--- src/design/bitmr_regs.svh ---
`ifndef BITMR_REGS_SVH
`define BITMR_REGS_SVH

// ==========================================================================
// Register offsets
// ==========================================================================
`define BITMR_ADDR_COUNT_CTRL 8'hec // Read: interval count, write: control
`define BITMR_ADDR_STATUS     8'hed // Sticky event flags, write one to clear
`define BITMR_ADDR_MASK       8'hee // Interrupt enables, same layout as status
`define BITMR_ADDR_WATCHDOG   8'hef // Write: limit and restart, read: count

// ==========================================================================
// Control field positions
// ==========================================================================
`define BITMR_CTL_WAKE_BIT    6 // Wake-up timer enable
`define BITMR_CTL_RC_WATCHDOG_MODE_ENABLE_BIT   5 // Internal RC watchdog mode enable
`define BITMR_CTL_WDSEL_BIT   4 // Watchdog select (1) or plain timer (0)
`define BITMR_CTL_CLEAR_BIT   3 // Clear command, self clearing
`define BITMR_CTL_SEL_MSB     2 // Clock select, top bit
`define BITMR_CTL_SEL_LSB     0 // Clock select, bottom bit

// ==========================================================================
// Status and mask bit positions
// ==========================================================================
`define BITMR_STS_OVERFLOW    0 // Interval counter wrapped
`define BITMR_STS_WDT_MATCH   1 // Seven-bit timer reached its limit

// ==========================================================================
// Reset values
// ==========================================================================
`define BITMR_CTL_RESET       8'h17 // Wake 0, RC 0, select 1, clear 0, sel 111
`define BITMR_MASK_RESET      2'h0  // All interrupts masked
`define BITMR_WDT_LIMIT_RESET 7'h7f // Longest watchdog period

// ==========================================================================
// Timing counts
// ==========================================================================
`define BITMR_MACHINE_CYCLE_CLKS 2  // One machine cycle is two oscillator clocks
`define BITMR_PRESCALE_BASE      11'h008 // Divide ratio of select code zero
`define BITMR_WAKE_TAP_MASK      11'h7ff // Divide by 2048 tap

`endif

--- src/design/bitmr_pkg.sv ---
package bitmr_pkg;

  // ========================================================================
  // Power modes, one-hot
  // ========================================================================
  typedef enum logic [3:0] {
    BITMR_RUN        = 4'h1, // Normal operation
    BITMR_WAKE_TIMER = 4'h2, // Stopped, only the long prescaler tap runs
    BITMR_RC_WDT     = 4'h4, // Stopped, interval counter and watchdog run
    BITMR_STOP       = 4'h8  // Stopped, counter halted, long prescaler tap still runs
  } bitmr_mode_type;

  typedef logic [7:0] bitmr_byte_type;   // Bus data width
  typedef logic [2:0] bitmr_select_type; // Clock select code

endpackage

--- src/design/bitmr_prescaler.sv ---
`timescale 1ns/1ps
`include "bitmr_regs.svh"

// Free-running oscillator divider with a selectable tap and a fixed long tap
module bitmr_prescaler
  import bitmr_pkg::*;
(
  input  wire logic                       clk_in,
  input  wire logic                       reset_in,
  input  wire bitmr_pkg::bitmr_select_type sel_in,
  output logic                            tick_out,
  output logic                            wake_tick_out
);

  // ========================================================================
  // State
  // ========================================================================
  typedef struct packed {
    logic [10:0] div;  // Divider count
    logic        tick; // Selected tap pulse
    logic        wake; // Divide by 2048 pulse
  } bitmr_pre_state_type;

  bitmr_pre_state_type state_ff;     // Registered state
  bitmr_pre_state_type nxt_state;    // Next state

  // Tap mask: all ones across the low bits of the chosen ratio
  function automatic logic [10:0] tap_mask(input bitmr_select_type sel);
    tap_mask = (`BITMR_PRESCALE_BASE << sel) - 11'h001;
  endfunction

  // ========================================================================
  // Next state
  // ========================================================================
  always_comb begin
    nxt_state      = state_ff;
    nxt_state.div  = state_ff.div + 11'h001;
    // Doubling ratio per code, 8 up to 1024
    nxt_state.tick = ((state_ff.div & tap_mask(sel_in)) == tap_mask(sel_in));
    // Long tap keeps running in every mode
    nxt_state.wake = ((state_ff.div & `BITMR_WAKE_TAP_MASK) == `BITMR_WAKE_TAP_MASK);
  end

  // Register stage
  always_ff @(posedge clk_in or posedge reset_in) begin
    if (reset_in) begin
      state_ff <= '0;
    end else begin
      state_ff <= nxt_state;
    end
  end

  assign tick_out      = state_ff.tick;
  assign wake_tick_out = state_ff.wake;

endmodule

--- src/design/bitmr_top.sv ---
// Summary of operation
// - One free-running 8-bit counter, never halted by software
// - Advance per prescaler pulse, select 000 /8, 111 /1024
// - Wrap from ff to 00 sets overflow flag
// - Clear command zeroes count, counting resumes
// - Clear command drops itself after one machine cycle
// - Stop with wake enable enters wake-timer mode
// - Stop with RC enable and wake 0 keeps counter and watchdog running
// - Watchdog select picks watchdog or plain 7-bit timer
// - Shared address: read count, write control
// - Control resets to wake 0, RC 0, select 1, sel 111
//
// Our own choice: the strobed register port.
`timescale 1ns/1ps
`include "bitmr_regs.svh"

module bitmr_top
  import bitmr_pkg::*;
(
  input  wire logic                      clk_in,                      // Oscillator clock
  input  wire logic                      reset_in,                    // Async reset, high
  input  wire logic [7:0]                addr_in,                     // Register address
  input  wire bitmr_pkg::bitmr_byte_type wdata_in,                    // Write data
  input  wire logic                      wr_in,                       // Write strobe
  input  wire logic                      rd_in,                       // Read strobe
  output bitmr_pkg::bitmr_byte_type      rdata_out,                   // Read data, next cycle
  input  wire logic                      stop_instruction_in,         // Stop executed, pulse
  input  wire logic                      wake_event_in,               // Wake from stop, pulse
  output logic                           irq_out,                     // Level interrupt
  output logic                           interval_overflow_out,       // Wrap pulse
  output logic                           watchdog_reset_out,          // Watchdog expiry pulse
  output logic                           wake_tick_out,               // Divide by 2048 pulse
  output bitmr_pkg::bitmr_mode_type      power_mode_out,              // Current power mode
  output logic                           wake_timer_enable_out,       // Control bit
  output logic                           rc_watchdog_mode_enable_out, // Control bit
  output logic                           watchdog_select_out          // Control bit
);

  // ========================================================================
  // State record
  // ========================================================================
  typedef struct packed {
    logic             wake_timer_enable;       // Wake mode on next stop
    logic             rc_watchdog_mode_enable; // RC watchdog mode on next stop
    logic             watchdog_select;         // Watchdog versus plain timer
    logic             interval_clear_command;  // Pending clear
    logic             clear_hold;              // Machine cycle countdown
    bitmr_select_type interval_clock_select;   // Prescaler tap
    logic [7:0]       interval_count_value;    // The interval counter
    logic [6:0]       wdt_count;               // Seven-bit timer count
    logic [6:0]       wdt_limit;               // Seven-bit timer limit
    logic [1:0]       status;                  // Sticky event flags
    logic [1:0]       mask;                    // Interrupt enables
    bitmr_byte_type   rdata;                   // Read data stage
    logic             irq;                     // Interrupt level
    logic             overflow_pulse;          // Wrap pulse out
    logic             wdt_reset;               // Watchdog reset pulse out
    logic             wake_tick;               // Long tap pulse out
    bitmr_mode_type   mode;                    // Power mode
  } bitmr_state_type;

  bitmr_state_type state_ff;     // Registered state
  bitmr_state_type nxt_state;    // Next state

  // Control reset image, sliced per field so no bits are dropped silently
  localparam bitmr_byte_type CTL_RESET_VALUE = `BITMR_CTL_RESET;

  // ========================================================================
  // Prescaler
  // ========================================================================
  logic pre_tick;                // Selected tap pulse
  logic pre_wake;                // Long tap pulse

  bitmr_prescaler i_bitmr_prescaler (
    .clk_in        (clk_in),
    .reset_in      (reset_in),
    .sel_in        (state_ff.interval_clock_select),
    .tick_out      (pre_tick),
    .wake_tick_out (pre_wake)
  );

  // ========================================================================
  // Helpers
  // ========================================================================
  logic       wr_ctrl;           // Write to the shared address
  logic       wr_status;         // Write to status
  logic       wr_mask;           // Write to mask
  logic       wr_wdt;            // Write to watchdog register
  logic       counting;          // Counter runs in this mode
  logic       step;              // Counter advances this cycle
  logic       wrap;              // Counter wraps this cycle
  logic       wdt_match;         // Seven-bit timer reaches limit
  logic [1:0] set_flags;         // Hardware events this cycle
  logic [1:0] clr_flags;         // Software clears this cycle

  always_comb begin
    wr_ctrl   = wr_in && (addr_in == `BITMR_ADDR_COUNT_CTRL);
    wr_status = wr_in && (addr_in == `BITMR_ADDR_STATUS);
    wr_mask   = wr_in && (addr_in == `BITMR_ADDR_MASK);
    wr_wdt    = wr_in && (addr_in == `BITMR_ADDR_WATCHDOG);
    // Only the two stop modes without a running counter halt it
    counting  = (state_ff.mode == BITMR_RUN) || (state_ff.mode == BITMR_RC_WDT);
    step      = pre_tick && counting && !state_ff.interval_clear_command;
    wrap      = step && (state_ff.interval_count_value == 8'hff);
    // Seven-bit timer ticks on each wrap of the interval counter
    wdt_match = wrap && (state_ff.wdt_count == state_ff.wdt_limit);
    set_flags = 2'h0;
    set_flags[`BITMR_STS_OVERFLOW]  = wrap;
    set_flags[`BITMR_STS_WDT_MATCH] = wdt_match && !state_ff.watchdog_select;
    clr_flags = wr_status ? wdata_in[1:0] : 2'h0;
  end

  // ========================================================================
  // Next state
  // ========================================================================
  always_comb begin
    nxt_state                = state_ff;
    nxt_state.overflow_pulse = wrap;
    nxt_state.wake_tick      = pre_wake;
    nxt_state.wdt_reset      = 1'b0;

    // Control write; a read of this address never touches control
    if (wr_ctrl) begin
      nxt_state.wake_timer_enable       = wdata_in[`BITMR_CTL_WAKE_BIT];
      nxt_state.rc_watchdog_mode_enable = wdata_in[`BITMR_CTL_RC_WATCHDOG_MODE_ENABLE_BIT];
      nxt_state.watchdog_select         = wdata_in[`BITMR_CTL_WDSEL_BIT];
      nxt_state.interval_clock_select   =
        wdata_in[`BITMR_CTL_SEL_MSB:`BITMR_CTL_SEL_LSB];
    end

    // Clear command: set by a one, drops after one machine cycle
    if (wr_ctrl && wdata_in[`BITMR_CTL_CLEAR_BIT]) begin
      nxt_state.interval_clear_command = 1'b1;
      nxt_state.clear_hold             = 1'b1;
    end else if (state_ff.clear_hold) begin
      // Machine cycle is two clocks, so one extra clock of hold
      nxt_state.clear_hold = 1'b0;
    end else begin
      nxt_state.interval_clear_command = 1'b0;
    end

    // Interval counter; software has no way to halt it
    if (state_ff.interval_clear_command) begin
      nxt_state.interval_count_value = 8'h00;
    end else if (step) begin
      nxt_state.interval_count_value = state_ff.interval_count_value + 8'h01;
    end

    // Seven-bit timer or watchdog
    if (wr_wdt) begin
      // Restart on every write, also loads the limit
      nxt_state.wdt_limit = wdata_in[6:0];
      nxt_state.wdt_count = 7'h00;
    end else if (wdt_match) begin
      nxt_state.wdt_count = 7'h00;
      nxt_state.wdt_reset = state_ff.watchdog_select;
    end else if (wrap) begin
      nxt_state.wdt_count = state_ff.wdt_count + 7'h01;
    end

    // Sticky flags, a set in the clearing cycle wins
    nxt_state.status = (state_ff.status & ~clr_flags) | set_flags;
    if (wr_mask) begin
      nxt_state.mask = wdata_in[1:0];
    end
    nxt_state.irq = |(nxt_state.status & nxt_state.mask);

    // Power mode sequencing
    case (state_ff.mode)
      BITMR_RUN: begin
        if (stop_instruction_in) begin
          if (state_ff.wake_timer_enable) begin
            nxt_state.mode = BITMR_WAKE_TIMER;
          end else if (state_ff.rc_watchdog_mode_enable) begin
            nxt_state.mode = BITMR_RC_WDT;
          end else begin
            nxt_state.mode = BITMR_STOP;
          end
        end
      end
      BITMR_WAKE_TIMER, BITMR_STOP: begin
        // Counter frozen here; only an outside wake event restarts
        if (wake_event_in) begin
          nxt_state.mode = BITMR_RUN;
        end
      end
      BITMR_RC_WDT: begin
        // Watchdog expiry also ends the stop
        if (wake_event_in || (wdt_match && state_ff.watchdog_select)) begin
          nxt_state.mode = BITMR_RUN;
        end
      end
      default: begin
        nxt_state.mode = BITMR_RUN;
      end
    endcase

    // Read data, one cycle after the strobe; count, not control
    nxt_state.rdata = 8'h00;
    if (rd_in) begin
      case (addr_in)
        `BITMR_ADDR_COUNT_CTRL: begin
          nxt_state.rdata = state_ff.interval_count_value;
        end
        `BITMR_ADDR_STATUS: begin
          nxt_state.rdata = {6'h00, state_ff.status};
        end
        `BITMR_ADDR_MASK: begin
          nxt_state.rdata = {6'h00, state_ff.mask};
        end
        `BITMR_ADDR_WATCHDOG: begin
          nxt_state.rdata = {1'b0, state_ff.wdt_count};
        end
        default: begin
          nxt_state.rdata = 8'h00; // Unmapped reads as zero
        end
      endcase
    end
  end

  // ========================================================================
  // Register stage
  // ========================================================================
  always_ff @(posedge clk_in or posedge reset_in) begin
    if (reset_in) begin
      state_ff                         <= '0;
      state_ff.wake_timer_enable       <= CTL_RESET_VALUE[`BITMR_CTL_WAKE_BIT];
      state_ff.rc_watchdog_mode_enable <= CTL_RESET_VALUE[`BITMR_CTL_RC_WATCHDOG_MODE_ENABLE_BIT];
      state_ff.watchdog_select         <= CTL_RESET_VALUE[`BITMR_CTL_WDSEL_BIT];
      state_ff.interval_clock_select   <=
        CTL_RESET_VALUE[`BITMR_CTL_SEL_MSB:`BITMR_CTL_SEL_LSB];
      state_ff.wdt_limit               <= `BITMR_WDT_LIMIT_RESET;
      state_ff.mask                    <= `BITMR_MASK_RESET;
      state_ff.mode                    <= BITMR_RUN;
    end else begin
      state_ff <= nxt_state;
    end
  end

  // ========================================================================
  // Outputs, all from flip-flops
  // ========================================================================
  assign rdata_out                   = state_ff.rdata;
  assign irq_out                     = state_ff.irq;
  assign interval_overflow_out       = state_ff.overflow_pulse;
  assign watchdog_reset_out          = state_ff.wdt_reset;
  assign wake_tick_out               = state_ff.wake_tick;
  assign power_mode_out              = state_ff.mode;
  assign wake_timer_enable_out       = state_ff.wake_timer_enable;
  assign rc_watchdog_mode_enable_out = state_ff.rc_watchdog_mode_enable;
  assign watchdog_select_out         = state_ff.watchdog_select;

endmodule

--- config.mk ---
export PLATFORM = sky130hd
export DESIGN_NAME = bitmr_top
export DESIGN_NICKNAME = d
export VERILOG_FILES = /design/src/design/bitmr_pkg.sv /design/src/design/bitmr_prescaler.sv /design/src/design/bitmr_top.sv
export VERILOG_INCLUDE_DIRS = /design/src /design/src/design
export SDC_FILE = /design/constraint.sdc
export NUM_CORES = 1
export LEC_CHECK = 0
export BUFFER_PORTS_ARGS = -buffer_cell sky130_fd_sc_hd__buf_2
export CAP_MARGIN = 10
export CORE_UTILIZATION = 50
export DETAILED_ROUTE_END_ITERATION = 8
export PLACE_DENSITY_LB_ADDON = 0.25
export RECOVER_POWER = 25
export SETUP_SLACK_MARGIN = 0.02
export SLEW_MARGIN = 20
export SYNTH_ARGS = -nofsm -noshare
export SYNTH_HDL_FRONTEND = slang
export SYNTH_SLANG_ARGS = --single-unit
--- constraint.sdc ---
create_clock -name clk_in -period 5.3 [get_ports clk_in]
set_input_delay 0 -clock clk_in [delete_from_list [all_inputs] [get_ports clk_in]]
set_output_delay 0 -clock clk_in [all_outputs]
set_load 0.005 [all_outputs]
==> metrics.txt, run 1 <==
CTS clk-pin slew, worst paths ~0.070 ns; PD cells 291 nW/um^2; asr flop ratio synth 100%; Peak VDD IR ~0.16 mV; area of the multi-input gates around 1200 um^2; Fin Setup TNS 0 ns; CTS Buf Count 9; first-pass GRT wire length between 9000 and 10000 um; Clock Skews around 0.0070 ns; register area roughly 1600 um^2; GRT Overall Usage approximately a fifth; CP Cell Sequence xor2_1 -> and3_1 -> nand3_4 -> o311a_1 -> a31o_1; Netlist Area Pre-Place 2970 um^2; DRT Pass-1 Iters 4; hold buffer count at cts 9; Max Clk Rate around 0.47 GHz; final instance area ~3400 um^2; prevailing post-synth register cell dfrtp_1; largest area contributor in the netlist dfrtp_1; top area cells in the synthesized netlist dfrtp_1 (43%), dfstp_2 (11%), mux2_2 (4.2%); pin count of the biggest net entering global routing 64; initial antenna violation count 0; Via density 5.42; Die Span Y 79.0 um; Bufs and invs on worst path 0; IO Port Bufs 39; Layout area overhead 15.0%; Final HPWL DP 3800 um; final hold violation count 0; gr ovfl total 0; max-slew violations 0; TritonCTS Sinks 63; Worst Setup SP power_mode_out[0]; Initial Util between 50% and 60%; post-synthesis sequential area ratio 53.6%; die area ~6200 um^2; max cap viols 0; worst path required time between 5 and 6 ns; DRT iter0 DRCs 136; worst hold margin about 0.016 ns; Worst setup EP type flop; Post-synth EDFFs 0; CTS tree done; Resized Gates After CTS 0; status completed; wire per inst about 15 um; GPL Wtd Cong between 0.7 and 0.8; fin util around three fifths; DR vias 2088; synthesized flop and latch total 63; RSZ-0062 raised after global routing false; Synth cell types 47; antenna viol nets, final 0; RR Startpoint power_mode_out[0]; Max FO, Critical Path 8; Worst Path Class, Setup flop to flop; syn_area_per_cell around 11 um^2; top-area cell type share of the netlist area a little over two fifths; Critical Path AT between 2 and 2.5 ns; H-Tree Depth 3; Final Setup Violations 0; placed inst area roughly 3100 um^2; Row Count 27; CP max stage cell dfstp_2; Bufs on Longest Clock Path 2; Startpoint Class flop; Worst slew margin 33.4%; hold_sp wake_event_in; clock root buffer clkbuf_8; IO Pins 41; Final period util about two fifths; drt drc 0; antenna cells 0; filler cell count roughly 480; Leakage Power around 0.0016 uW; Die Wd 79.0 um; yosys warns 0; Worst path max stage delay 0.58 ns; Cells after Synth approximately 270; hold crit path type input pin to flop; Worst-Margin Slew between 0.9 and 1 ns; syn nets around 290; core area around 5600 um^2; Crit path max-delay family simple AND/OR/NAND/NOR gates; WL final 5620 um; min Tclk post-route roughly 2.1 ns; vias in the first global route about 2000; Post-CTS Repair Setup Buffers 0; number of nets in the layout approximately 330; ratio of cells with drive above 1 in the final layout 26.2%; Clk Latency, worst-skew pair between 0.3 and 0.4 ns
[placed cells by master (no fill, tap or decap), drive strengths merged, types with 3 or more instances in the layout]
cell and n:
nand4 8, nand4b 3, xnor2 10, xor2 14
a21oi 6, dfstp 12, inv 9, ha 3
dlygate4sd3 9, mux2 11, or3 5, a31oi 3
nand2 20, clkbuf 18, nor4 3, nor2 25
o21ai 14, and2 3, nor3 3, nand3 14
dfrtp 51, clkinv 3, and3 7, buf 34
a22oi 5
[per-layer routing]
| layer | share of wire (%) | global-route usage [%] |
|---|---|---|
| met4 | 2.0 | 10.4 |
| met1 | 47 | 26.7 |
| met2 | 47 | 32.1 |
| met3 | 4.3 | 3.91 |
| met5 | 0 | 0 |
[sequential cells by signal, indices dropped and copies added, names as in the netlist]
name / flops
state_ff: 31
i_bitmr_prescaler.state_ff: 11
rdata_out: 8
power_mode_out: 4
i_bitmr_prescaler.tick_out: 1
i_bitmr_prescaler.wake_tick_out: 1
interval_overflow_out: 1
irq_out: 1
rc_watchdog_mode_enable_out: 1
wake_tick_out: 1
wake_timer_enable_out: 1
watchdog_reset_out: 1
watchdog_select_out: 1
[per-stage QoR]
| stage | setup slack (ns) | power (uW) | std cells |
|---|---|---|---|
| 2_1_floorplan | 3.49 | 569 | 266 |
| 6_report | 3.19 | 993 | 385 |
| 3_5_place_dp | 3.21 | 591 | 360 |
| 3_3_place_gp | 3.24 | 589 | 360 |
| 5_1_grt | 3.05 | 1030 | 385 |
| 4_1_cts | 3.19 | 1000 | 385 |
[worst reg2reg max path: stages, from the launching register on]
cell and delay (ns):
dfstp_2 0.58, xor2_1 0.29, and3_1 0.42, nand3_4 0.19
o311a_1 0.34, a31o_1 0.19
[cell usage after synthesis, types with 2 or more instances]
cell type / instances
inv_1: 8
buf_4: 12
and2_1: 3
a21oi_1: 6
dfrtp_1: 51
nand4_1: 7
nor3_1: 2
mux4_2: 2
a31oi_1: 2
nor2_1: 25
a22oi_1: 5
nand4b_1: 3
a21o_1: 2
o21ai_0: 14
nand3_1: 13
nand3b_1: 2
and3_1: 7
buf_2: 4
nor4_1: 2
or3_1: 5
ha_1: 3
mux2_2: 11
xor2_1: 14
dfstp_2: 12
nand2_1: 20
xnor2_1: 10
[final timing paths]
path	depth (start not counted)	slack [ns]	endpoint
max reg2reg	5	3.19	power_mode_out[2]
max	5	3.19	power_mode_out[2]
min	4	0.02	power_mode_out[1]
min reg2reg	0	0.36	wake_tick_out
max in group asynchronous	4	4.36	state_ff[41]
min in group asynchronous	4	0.43	rc_watchdog_mode_enable_out
[final cells by class]
type                    instances  area share (%)
clock inverters                 4            1.32
clock buffers                  12            4.25
flip-flops and latches         63            46.6
multi-input cells             176            35.8
repair buffers                 49            8.36
inverters                       9           0.990
well taps                      72            2.64
[power breakdown]
group          switching [uW]  internal [uW]  total, uW
Clock                     178            228        406
Combinational            40.7           31.1       71.8
Sequential               15.7            500        516
Total                     234            759        993
[cells by family after synthesis]
| logic type | after synthesis | share of synthesized area, % |
|---|---|---|
| AND/OR/NAND/NOR | 97 | 17.9 |
| flip-flops | 63 | 53.6 |
| AO/OA/AOI/OAI | 38 | 8.69 |
| buffers and inverters | 27 | 5.36 |
| XOR/XNOR | 24 | 7.09 |
| multiplexers | 14 | 6.03 |
| adder cells (fa/ha/maj) | 3 | 1.27 |
Power figures use the tool's default switching activity.
==> run 2: changes to the inputs <==
clock period = 1.8 ns   (was 5.3 ns; I/O delays follow)
==> metrics.txt, run 2 (same netlist as run 1, synthesis figures left out) <==
antenna cells 0 (unchanged); clock root buffer clkbuf_8 (unchanged); WL final 6000 um (was 5620 um); IO Pins 41 (unchanged); status completed (unchanged); max-slew violations 0 (unchanged); worst path required time 2.02 ns (was 5.53 ns); Die Span Y 79.0 um (unchanged); DRT Pass-1 Iters 4 (unchanged); RR Startpoint state_ff[27] (was power_mode_out[0]); Critical Path AT 1.94 ns (was 2.34 ns); Row Count 27 (unchanged); filler cell count 455 (was 475); number of nets in the layout 359 (was 333); Max FO, Critical Path 5 (was 8); final hold violation count 0 (unchanged); Final HPWL DP 4260 um (was 3800 um); wire per inst 14.6 um (about the same); Worst Path Class, Setup flop to flop (unchanged); drt drc 0 (unchanged); Hold Path End power_mode_out[1] (unchanged); R2R setup slack 0.07 ns (was 3.19 ns); DRT iter0 DRCs 100 (was 136); WHS Path Cells 4 (unchanged); Max Clk Rate 0.579 GHz (was 0.474 GHz); final instance area 3670 um^2 (was 3410 um^2); max reg flops 31 (unchanged); Final period util 96.0% (was 39.8%); H-Tree Depth 3 (unchanged); worst hold margin 0.0000170 ns (was 0.0158 ns); placed inst area 3330 um^2 (was 3140 um^2); Peak VDD IR 0.635 mV (was 0.157 mV); hold crit path type input pin to flop (unchanged); max cap viols 0 (unchanged); Layout area overhead 23.7% (was 15.0%); PD cells 839 nW/um^2 (was 291 nW/um^2); CTS Buf Count 9 (unchanged); antenna viol nets, final 0 (unchanged); initial antenna violation count 0 (unchanged); largest register by flop count state_ff (unchanged); commonest cells after routing, fill and taps aside dfrtp_1 (51), buf_2 (37), buf_4 (26) (was dfrtp_1 (51), buf_2 (33), nor2_1 (25)); cells on worst reg2reg path 5 (unchanged); CTS clk-pin slew, worst paths 0.07 ns (about the same); Initial Util 52.9% (unchanged); Worst-Margin Slew 0.904 ns (was 0.993 ns); gr ovfl total 0 (unchanged); RSZ-0062 raised after global routing true (was false); Worst slew margin 39.6% (was 33.4%); GRT Overall Usage 21.0% (was 20.3%); DR vias 2168 (was 2088); Leakage Power 0.00172 uW (was 0.00158 uW); ratio of cells with drive above 1 in the final layout 34.2% (was 26.2%); pin count of the biggest net entering global routing 26 (was 64); Worst setup EP type flop (unchanged); IO Port Bufs 39 (unchanged); vias in the first global route 2149 (was 1983); Bufs on Longest Clock Path 2 (unchanged); hold_sp wake_event_in (unchanged); first-pass GRT wire length 9910 um (was 9490 um); TritonCTS Sinks 63 (unchanged); Final Non-Filler Cells 411 (was 385); Clk Latency, worst-skew pair 0.33 ns (was 0.34 ns); die area 6240 um^2 (unchanged); CTS tree done (unchanged); Inst Count DP 384 (was 360); Startpoint Class flop (unchanged); most common cell after layout, fill and taps aside dfrtp_1 (unchanged); Die Wd 79.0 um (unchanged); fin util 65.5% (was 60.8%); Final Setup Violations 0 (unchanged); Via density 5.27 (was 5.42); core area 5610 um^2 (unchanged); Clock Skews 0.00780 ns (was 0.00699 ns); R2R Path End power_mode_out[2] (unchanged); min Tclk post-route 1.73 ns (was 2.11 ns); GPL Wtd Cong 0.899 (was 0.771)
[run 2: layout make-up]
type                       count  area (um^2)  area share, %
clock buffer                  12          135           3.68
clock inverter                 4         70.1           1.91
inverter                       9         33.8          0.920
multi-input combinational    176         1270           34.6
sequential                    63         1590           43.4
tap                           72         90.1           2.45
timing repair buffer          75          482           13.1
[run 2: what timing repair did]
action,4_1_cts,5_1_grt
hold buffers,9,0
gates resized for setup,2,6
endpoints found under the setup margin,5,8
pin swaps,0,6
buffers inserted,0,2
endpoints found under the hold margin,31,0
[run 2: through the flow]
stage	setup slack, ns	TNS [ns]	power (uW)
finish	0.0718	0	3080
global route	-0.0424	-0.0424	3190
CTS	0.0217	0	3100
detailed placement	-0.0135	-0.0135	1790
global placement	0.0350	0	1780
floorplan	0.0362	0	1680
[run 2: where the power goes]
group | switching, uW | total [uW] | internal (uW)
registers | 28.5 | 1500 | 1470
logic | 149 | 278 | 128
clock network | 523 | 1300 | 777
total | 701 | 3080 | 2380
[run 2: worst max-delay path by stage]
stage,start,endpoint,cells after the start
3_3_place_gp,state_ff[22],state_ff[27],6
6_report,state_ff[27],power_mode_out[2],5
2_1_floorplan,state_ff[29],power_mode_out[2],5
3_5_place_dp,state_ff[22],state_ff[27],6
5_1_grt,state_ff[20],power_mode_out[2],5
4_1_cts,state_ff[22],power_mode_out[2],5
[run 2: layer usage]
layer	vias to the layer above	GRT usage [%]	share of wire [%]
met5	-	0	0
met3	8	4.25	3.5
li1	1058	-	-
met1	1055	27.6	48
met2	47	33.6	47
met4	0	9.45	1.7
[run 2: worst max-delay path: stages, from the launching register on]
cell     delay [ns]
dfrtp_1        0.43
xor2_2         0.20
nor4_4         0.32
nand4_4        0.15
o311a_1        0.33
a31o_1         0.18
